## src/verilog/pbr_pkg.sv

```systemverilog
// Constants shared by the pulse-balance current regulator
package pbr_pkg;
  // ==========================================================
  // Widths
  localparam int unsigned CNT_W       = 8;   // Counter range covers 90-pulse gain
  localparam int unsigned GAIN_W      = 8;   // Gain setting, 0 = minimum, max = maximum
  localparam int unsigned LIM_W       = 8;   // Limit setting, 0 = 0 %, max = 150 %
  localparam int unsigned CUR_W       = 12;  // Current words, full load = CUR_FULL_LOAD
  // ==========================================================
  // Gain end points (pulses to reach current limit)
  localparam int unsigned PULSES_MIN_GAIN = 90;
  localparam int unsigned PULSES_MAX_GAIN = 10;
  // ==========================================================
  // Current scale: full load current and 150 % ceiling
  localparam int unsigned CEIL_PERCENT    = 150;
  localparam logic [CUR_W-1:0] CUR_FULL_LOAD = 12'h3c0;  // 960 counts
  localparam logic [CUR_W-1:0] CUR_CEILING   = 12'h5a0;  // 150 % of full load
  // ==========================================================
  // Motor geometry
  localparam int unsigned FB_PULSES_PER_REV = 120;
  localparam int unsigned DEG_PER_PULSE     = 3;
  // ==========================================================
  // Reset values
  localparam logic [CNT_W-1:0] CNT_RESET = 8'h00;
endpackage

```

## src/verilog/pbr_regulator.sv

```systemverilog
// Pulse-balance counter and current command with per-PWM-pulse limit
// ==========================================================
// Overview of operation
// Count up on reference, down on feedback
// Count single pulse events, never rate
// Current command proportional to count
// Balanced pulses leave count unchanged
// Feedback pulse equals three degrees shaft
// Gain sets pulses to limit, 90..10
// Minimum gain: 1/60 full load per pulse
// Maximum gain: 1/10 limit per pulse
// Counter floors at zero, zero current
// Limit checked each PWM pulse, curtailed
// Current never exceeds 150 percent nameplate
// Limit setting linear 0 to 150 percent
// At limit clamp output, flag limit
// Operator sets gain mid-range typically
// Reference lost only while at limit
// 120 feedback pulses per motor revolution
// Digital reference applied immediately, no ramp
// Counter saturates at gain-selected count
// Simultaneous pulses leave counter unchanged
`timescale 1ns/100ps
module pbr_regulator
  import pbr_pkg::*;
#(
  parameter int unsigned CNT_WIDTH = CNT_W,
  parameter int unsigned GAIN_WIDTH = GAIN_W,
  parameter int unsigned LIM_WIDTH = LIM_W,
  parameter int unsigned CUR_WIDTH = CUR_W
) (
  input  wire logic                  clk,
  input  wire logic                  sys_rst,
  input  wire logic                  ref_pulse,      // One-cycle reference event
  input  wire logic                  fb_pulse,       // One-cycle motor feedback event
  input  wire logic [GAIN_WIDTH-1:0] gain_set,       // 0 = minimum gain
  input  wire logic [LIM_WIDTH-1:0]  limit_set,      // 0 = 0 %, all ones = 150 %
  input  wire logic                  pwm_start,      // One-cycle start of each PWM pulse
  input  wire logic [CUR_WIDTH-1:0]  cur_peak,       // Sensed output current within pulse
  output      logic [CUR_WIDTH-1:0]  cur_cmd,        // Commanded current
  output      logic                  pwm_gate,       // High while PWM pulse may conduct
  output      logic                  cur_limit,      // Current-limit indication
  output      logic [CNT_WIDTH-1:0]  pulse_count,    // Accumulated pulse difference
  output      logic [15:0]           fb_revs         // Whole revolutions seen
);
  // ==========================================================
  // Derived scale constants
  localparam int unsigned GMAX     = (1 << GAIN_WIDTH) - 1;
  localparam int unsigned LMAX     = (1 << LIM_WIDTH) - 1;
  localparam int unsigned SPAN     = PULSES_MIN_GAIN - PULSES_MAX_GAIN;
  localparam int unsigned REV_W    = 7;
  localparam logic [REV_W-1:0] REV_LAST = REV_W'(FB_PULSES_PER_REV - 1);

  // ==========================================================
  // Gain: pulses to reach limit, linear from 90 at min to 10 at max
  wire [GAIN_WIDTH+7:0] span_scaled = (GAIN_WIDTH+8)'(gain_set) * (GAIN_WIDTH+8)'(SPAN);
  wire [GAIN_WIDTH+7:0] span_drop   = span_scaled / (GAIN_WIDTH+8)'(GMAX);
  wire [CNT_WIDTH-1:0]  pulses_to_limit =
    CNT_WIDTH'(PULSES_MIN_GAIN) - CNT_WIDTH'(span_drop);

  // ==========================================================
  // Limit level, linear 0..150 % of full load
  wire [CUR_WIDTH-1:0] limit_level;
  pbr_scale #(
    .A_W     (LIM_WIDTH),
    .B_W     (CUR_WIDTH),
    .OUT_W   (CUR_WIDTH),
    .DIVISOR (LMAX)
  ) u_limit_scale (
    .a (limit_set),
    .b (CUR_CEILING),
    .y (limit_level)
  );
  wire [CUR_WIDTH-1:0] limit_capped =
    (limit_level > CUR_CEILING) ? CUR_CEILING : limit_level;

  // ==========================================================
  // Counter next value
  logic [CNT_WIDTH-1:0] count_q;
  logic [CNT_WIDTH-1:0] count_d;
  wire at_limit = (count_q >= pulses_to_limit);
  wire at_zero  = (count_q == CNT_RESET);
  wire inc      = ref_pulse & ~fb_pulse;
  wire dec      = fb_pulse & ~ref_pulse;

  // Each edge-free event moves one count, so only pulse number matters
  always_comb begin
    count_d = count_q;
    if (inc && !at_limit) begin
      count_d = count_q + CNT_WIDTH'(1);
    end else if (inc && at_limit) begin
      count_d = pulses_to_limit;
    end else if (dec && !at_zero) begin
      count_d = count_q - CNT_WIDTH'(1);
    end else if (dec && at_zero) begin
      count_d = CNT_RESET;
    end
  end

  always_ff @(posedge clk) begin
    if (sys_rst) begin
      count_q <= CNT_RESET;
    end else begin
      count_q <= count_d;
    end
  end

  // ==========================================================
  // Current command: count * limit / pulses_to_limit, clamped at limit
  // Divider is combinational; fine at 40 MHz for these widths
  wire [CNT_WIDTH+CUR_WIDTH-1:0] cmd_prod = (CNT_WIDTH+CUR_WIDTH)'(count_q)
                                          * (CNT_WIDTH+CUR_WIDTH)'(limit_capped);
  wire [CNT_WIDTH+CUR_WIDTH-1:0] cmd_div  = (pulses_to_limit == '0) ? '0
    : cmd_prod / (CNT_WIDTH+CUR_WIDTH)'(pulses_to_limit);
  wire [CUR_WIDTH-1:0] cmd_raw  = CUR_WIDTH'(cmd_div);
  wire [CUR_WIDTH-1:0] cmd_next = at_limit ? limit_capped
                                : (cmd_raw > limit_capped ? limit_capped : cmd_raw);

  // ==========================================================
  // Per-PWM-pulse peak limiter
  logic pwm_gate_q;
  logic climit_q;
  logic [CUR_WIDTH-1:0] cmd_q;
  wire peak_hit = pwm_gate_q && (cur_peak >= limit_capped);

  always_ff @(posedge clk) begin
    if (sys_rst) begin
      pwm_gate_q <= 1'b0;
      climit_q   <= 1'b0;
      cmd_q      <= '0;
    end else begin
      cmd_q <= cmd_next;
      if (pwm_start) begin
        pwm_gate_q <= (cmd_next != '0);
      end else if (peak_hit) begin
        pwm_gate_q <= 1'b0;
      end
      climit_q <= at_limit | peak_hit;
    end
  end

  // ==========================================================
  // Revolution tally, purely informative
  logic [REV_W-1:0] rev_pos_q;
  logic [15:0]      revs_q;
  always_ff @(posedge clk) begin
    if (sys_rst) begin
      rev_pos_q <= '0;
      revs_q    <= 16'h0000;
    end else if (fb_pulse) begin
      rev_pos_q <= (rev_pos_q == REV_LAST) ? '0 : rev_pos_q + REV_W'(1);
      if (rev_pos_q == REV_LAST) begin
        revs_q <= revs_q + 16'h0001;
      end
    end
  end

  assign cur_cmd     = cmd_q;
  assign pwm_gate    = pwm_gate_q;
  assign cur_limit   = climit_q;
  assign pulse_count = count_q;
  assign fb_revs     = revs_q;
endmodule // pbr_regulator

```

## src/verilog/pbr_scale.sv

```systemverilog
// Linear scaler: out = a * b / divisor, combinational
`timescale 1ns/100ps
module pbr_scale #(
  parameter int unsigned A_W     = 8,
  parameter int unsigned B_W     = 8,
  parameter int unsigned OUT_W   = 12,
  parameter int unsigned DIVISOR = 255
) (
  input  wire logic [A_W-1:0]   a,
  input  wire logic [B_W-1:0]   b,
  output      logic [OUT_W-1:0] y
);
  localparam int unsigned P_W = A_W + B_W;
  wire [P_W-1:0] prod = P_W'(a) * P_W'(b);
  wire [P_W-1:0] quot = prod / P_W'(DIVISOR);
  assign y = OUT_W'(quot);
endmodule // pbr_scale

```

## config.mk

```make
export PLATFORM = sky130hd
export DESIGN_NAME = pbr_regulator
export DESIGN_NICKNAME = d
export VERILOG_FILES = /design/src/verilog/pbr_pkg.sv /design/src/verilog/pbr_regulator.sv /design/src/verilog/pbr_scale.sv
export SDC_FILE = /design/constraint.sdc
export NUM_CORES = 1
export LEC_CHECK = 0
export ABC_CLOCK_PERIOD_IN_PS = 209000
export BUFFER_PORTS_ARGS = -buffer_cell sky130_fd_sc_hd__buf_4
export CAP_MARGIN = 25
export CORE_MARGIN = 2
export CORE_UTILIZATION = 65
export DETAILED_ROUTE_END_ITERATION = 12
export PLACE_DENSITY = 0.9
export SKIP_LAST_GASP = 1
export SLEW_MARGIN = 40
export SYNTH_ARGS = -nofsm -noshare
export SYNTH_HDL_FRONTEND = slang
export SYNTH_HIERARCHICAL = 1
export SYNTH_SLANG_ARGS = --single-unit
export TNS_END_PERCENT = 20
```

## constraint.sdc

```tcl
create_clock -name clk -period 209 [get_ports clk]
set_clock_uncertainty 0.2 [all_clocks]
set_input_delay 41.8 -clock clk [delete_from_list [all_inputs] [get_ports clk]]
set_output_delay 41.8 -clock clk [all_outputs]
set_load 0.005 [all_outputs]
```

# Word level (Yosys, flattened, before mapping)
# Index checks and enable logic that the tools add are counted.
[word_totals] register_bits=45 ram_bits=0 word_cells=51 in_bits=33 mem_bits_ro=0 memories=0 out_inout_bits=38 latchBits=0
[classes] n_reduce_logical=13 muxes=11 div=3 n_eq_ne=1 n_bitwise=5 order_cmp=4 multipliers=3 n_shift=0 n_addsub=5
[ops] cell="12-bit two-way mux" count=4
[ops] cell="8-bit two-way mux" count=4
[ops] cell="20-bit by 8-bit divider with 20-bit output" count=1
[ops] cell="20-bit by 8-bit divider with 20-bit output (second input constant)" count=1
[ops] cell="8-bit by 12-bit multiplier with 20-bit output" count=1
[ops] cell="16-bit by 1-bit adder with 16-bit output (second input constant)" count=1
[ops] cell="15-bit by 8-bit divider with 16-bit output (second input constant)" count=1
[ops] cell="8-bit zero test" count=2
[ops] cell="8-bit by 6-bit multiplier with 14-bit output (second input constant)" count=1
[ops] cell="12-bit greater-or-equal comparator" count=1
[ops] cell="12-bit by 11-bit > comparator with 1-bit output (second input constant)" count=1
[ops] cell="12-bit > comparator" count=1
[ops] cell="12-bit nonzero test" count=1
[ops] cell="8-bit by 3-bit multiplier with 11-bit output (second input constant)" count=1
[ops] cell="8-bit by 1-bit adder with 8-bit output (second input constant)" count=1
[ops] cell="8-bit greater-or-equal comparator" count=1
[ops] cell="7-bit by 8-bit subtractor with 8-bit output (first input constant)" count=1
[ops] cell="8-bit by 1-bit subtractor with 8-bit output (second input constant)" count=1
[ops] cell="7-bit by 1-bit adder with 7-bit output (second input constant)" count=1
[ops] cell="7-bit == test (second input constant)" count=1
[ops] cell="7-bit two-way mux" count=1
[ops] cell="1-bit logical AND" count=5
[ops] cell="4-bit nonzero test" count=1
[ops] cell="1-bit bitwise AND" count=2
[ops] cell="other kinds (6)" count=9

# Logic depth before layout (Yosys ltp)
[logic_depth] ltp_word=12 depth_mapped=360 depth_no_buf=340

# Cells and area by module
# The synthesis kept the hierarchy.
[by_module_without_submodules] module="pbr_regulator" n_inst=1 seq_area_each_um2=900.9 area_per_inst_um2=15491.1 cells_each=2095
[by_module_without_submodules] module="pbr_scale" n_inst=1 seq_area_each_um2=0.0 area_per_inst_um2=6502.5 cells_each=859

# Worst setup path before layout
# OpenSTA, ideal clock, no wires.
[synth_timing] path_kind="input to register" start="input limit_set[6]" end="register pwm_gate_q (netlist: pwm_gate)" n_path_buf=22 setup_time_ns=0.133 required_ns=208.667 slack_ns=104.125 t_arrival_ns=104.542 path_stages=330 path_cell_list="clkbuf_1 > and2_1 > fa_1 > fa_1 > fa_1 > inv_1 > fa_1 > inv_1 > ha_1 > buf_2 > a21oi_1 > o21ai_0 > o2bb2ai_1 > a311o_1 > or4_1 > buf_2 > or3_1 > clkbuf_1 > (+294 left out) > a31o_1 > nor4_4 > a21o_1 > ha_1 > nor2b_1 > o21ai_0 > nand2b_1 > a21oi_1 > nor3_1 > a2111oi_0 > o21a_1 > buf_1 > nand2_1 > or4_1 > or4_1 > o22ai_1 > a211o_1 > a31oi_1"
[synth_between] elab_chain_cells=12 word_cells_on_any_way=15 classes_between="2 x mul; 2 x div; 3 x order compare; 5 x mux; 3 x reduce/logical"
[synth_lines] item="start, declared" line_no="pbr_regulator.sv:37" text="input wire logic [LIM_WIDTH-1:0] limit_set,"
[synth_lines] item="8-bit by 6-bit multiplier with 14-bit output *" line_no="pbr_scale.sv:14" text="wire [P_W-1:0] prod = P_W'(a) * P_W'(b);"
[synth_lines] item="20-bit by 8-bit divider with 20-bit output *" line_no="pbr_scale.sv:15" text="wire [P_W-1:0] quot = prod / P_W'(DIVISOR);"
[synth_lines] item="named net limit_level[0]" line_no="pbr_regulator.sv:63" text="wire [CUR_WIDTH-1:0] limit_level;"
[synth_lines] item="12-bit by 11-bit > comparator with 1-bit output" line_no="pbr_regulator.sv:75" text="(limit_level > CUR_CEILING) ? CUR_CEILING : limit_level;"
[synth_lines] item="12-bit two-way mux *" line_no="pbr_regulator.sv:75"
[synth_lines] item="8-bit by 12-bit multiplier with 20-bit output" line_no="pbr_regulator.sv:112" text="* (CNT_WIDTH+CUR_WIDTH)'(limit_capped);"
[synth_lines] item="20-bit by 8-bit divider with 20-bit output" line_no="pbr_regulator.sv:114" text=": cmd_prod / (CNT_WIDTH+CUR_WIDTH)'(pulses_to_limit);"
[synth_lines] item="12-bit two-way mux" line_no="pbr_regulator.sv:113" text="wire [CNT_WIDTH+CUR_WIDTH-1:0] cmd_div = (pulses_to_limit == '0) ? '0"
[synth_lines] item="12-bit > comparator" line_no="pbr_regulator.sv:117" text=": (cmd_raw > limit_capped ? limit_capped : cmd_raw);"
[synth_lines] item="12-bit two-way mux" line_no="pbr_regulator.sv:117"
[synth_lines] item="12-bit two-way mux" line_no="pbr_regulator.sv:116" text="wire [CUR_WIDTH-1:0] cmd_next = at_limit ? limit_capped"
[synth_lines] item="12-bit nonzero test" line_no="pbr_regulator.sv:134" text="pwm_gate_q <= (cmd_next != '0);"
[synth_lines] item="1-bit two-way mux" line_no="pbr_regulator.sv:133" text="if (pwm_start) begin"
[synth_lines] item="end signal, assigned" line_no="pbr_regulator.sv:134"
[synth_lines] item="end, declared" line_no="pbr_regulator.sv:121" text="logic pwm_gate_q;"
# Mark *: on every way through the listed nets, which the timed path passes. The rest lies on a longest branch.
# A chain may end at the register's enable or synchronous reset.

# Final worst setup path
[layout_timing] start="input limit_set[3]" end="register pwm_gate_q (netlist: pwm_gate)"
# Same word-level chain as after synthesis.

==> flow_summary.ini <==
[placement]
dp.cells = 3494
placed_cell_area_mm2 = 0.0232
hpwl_mm = 49.4
gp_congestion = 0.935
portBuffers = 70

[synth]
synth.most_common_cell = nor2_1
yosysTopAreaCell = ha_1
synth-main-ff-cell = dfxtp_1
netlist_instances = 2954
postSynthAreaPerCell_um2 = 7.45
ys_ff_latch = 45
synth.cell_area_mm2 = 0.0220
synth_common_cells = 274 x nor2_1, 270 x ha_1, 253 x nand2_1
synth_area_leaders = ha_1 15%, fa_1 11%, nor2_1 4.7%
synth_edf_count = 0
yosys_warnings = 6
ys_seq_area_share_pct = 4.10
synth-async-reset-ratio_pct = 0
synth_top_area_share_pct = 15.4
yosys.cell_types.count = 140

[sta]
period_share_pct = 54.9
setup_tns_ns = 0
hold_viol = 0
worst_pin_slew_ns = 0.851
drv_slew = 0
grt_setup_unrepaired = no
max_freq_mhz = 8.71
period_needed_ns = 114.81
finalSetupViolCount = 0
slew_headroom_pct = 42.5

[run_status]
status = complete, no violations

[global_routing]
grt_usage_pct = 34.7
grt_pass1_vias = 22700
grt.overflow.total = 0
antenna_found_initial = 2
grt_max_degree = 46
grt_pass1_wl_mm = 105

[worst_setup_path]
cpPeakStageDelay_ns = 0.73
cp_common_cell = o21a_1
endpoint_kind = flip-flop
critical_path.startpoint = limit_set[3]
start_kind = primary input
timing.rr.start = pulse_count[0]$_SDFFE_PP0P_
crit_type = in -> reg
required_ns = 208.97
cp_slowest_cell = nor3_1
arrival_ns = 114.78
critPathMaxFanout = 31

[worst_hold_path]
hp-class = reg -> reg
worstHoldStart = rev_pos_q[6]$_SDFFE_PP0P_

[run]
maxCapViolations = 0

[finish]
drive_gt1_share_pct = 9.20
fin_area_mm2 = 0.0234
multiInputGateArea_mm2 = 0.0203
num-nets-final = 3478
fillers = 2711
finalNonFillerCells = 3504
areaGrowthSynthToFinish_pct = 6.35
regArea_um2 = 901

[clocking]
insertion_delay_ns = 0.31
clockBufferDepth = 2
cts_hold_buffers = 0
post_cts_resized = 0
cts.sinks = 45
htree_levels = 2
cts_tree = yes
root_buffer = clkbuf_16
clk_pin_slew_ns = 0.09
cts_buffers = 5
cts_setup_buffers = 0

[detailed_routing]
ant_nets = 0
dr.pass1.iters = 8
dr.first_iter.drc_count = 1814
detail_route.wirelength_mm = 61.7
drc = 0
wl_per_cell_um = 17.6
via_count = 22700
viasPerCell = 6.47

[die]
coreArea_mm2 = 0.0334
die_x_um = 188
io_pins = 71
start_util_pct = 65.8
die_y_um = 188
rows = 67
die-area_mm2 = 0.0353
## state kept, by name (all words and copies together) (netlist names)
| register | flops |
|---|---|
| pulse_count | 8 |
| pwm_gate | 1 |
| rev_pos_q | 7 |
| cur_cmd | 12 |
| fb_revs | 16 |
| cur_limit | 1 |
## final timing paths
check	to	slack, ns	cells past startpoint
setup / recovery	pwm_gate$_SDFFE_PP0P_	94.19	316
hold / removal	rev_pos_q[6]$_SDFFE_PP0P_	0.28	2
setup reg to reg	pwm_gate$_SDFFE_PP0P_	147.77	274
hold reg to reg	rev_pos_q[6]$_SDFFE_PP0P_	0.28	2
## routing by layer
metal / up-vias / GRT usage [%] / part of all wire [%] / routed length (um)
li1: 10900 / - / - / -
met1: 10700 / 40.5 / 40 / 24500
met2: 915 / 63.6 / 50 / 30900
met3: 220 / 3.82 / 5.9 / 3620
met4: 2 / 16.0 / 4.4 / 2710
met5: - / 0 / 0.019 / 12
## area by class of cell
cell class,instances,share of cell area (%)
Sequential cell,45,3.85
Multi-Input combinational cell,2702,86.8
Inverter,217,3.48
Clock inverter,3,0.294
Tap cell,448,2.40
Antenna cell,1,0.0107
Timing Repair Buffer,83,2.65
Clock buffer,5,0.535
## placed cells by master, fill, tap and decap left out, drive strengths merged, types with 30 or more instances in the layout
cell type / count
conb: 108
xor2: 54
or2: 30
dfxtp: 45
o21ai: 133
nand4: 34
nor3: 151
buf: 82
fa: 121
a31oi: 32
and3: 52
and2: 111
o21a: 94
mux2i: 33
xnor2: 81
nor2b: 34
inv: 218
a21o: 50
nor2: 277
mux2: 42
nand2: 255
nand3: 72
o211ai: 39
nand2b: 49
a21oi: 172
or3: 34
ha: 270
o31ai: 44
## worst max-delay path: cells and delay by family
| kind | cells | cell delay (ns) |
|---|---|---|
| muxes | 8 | 2.20 |
| xor gates and xnor gates | 2 | 0.41 |
| and+or+nand+nor | 90 | 21.06 |
| AOI/OAI and AO/OA | 166 | 36.28 |
| adders and majority gates | 30 | 10.77 |
| buffers and inverters | 20 | 2.09 |
## logic make-up (layout without fill, tap and decap cells)
| kind of cell | count (synthesis) | in the layout | share of synthesized area, % |
|---|---|---|---|
| compound gates | 795 | 795 | 26.2 |
| xor+xnor | 135 | 135 | 5.41 |
| fa+ha+maj | 393 | 393 | 26.5 |
| buf+inv | 313 | 308 | 5.65 |
| flops | 45 | 45 | 4.10 |
| mux | 75 | 75 | 3.69 |
| other cells | 2 | 109 | 0.0341 |
| simple gates | 1196 | 1196 | 28.4 |
## per-stage QoR
stage	util [%]	worst slack [ns]	hold slack (ns)
after floorplan	-	104.13	0.240
after global placement	69.2	97.21	0.249
after detailed placement	69.3	95.01	0.272
after CTS	69.8	94.99	0.280
after global routing	69.9	88.44	0.324
final	69.9	94.19	0.279
Power is not shown: default switching activity piles up to over one toggle a cycle in this logic, so the estimate is an artifact.
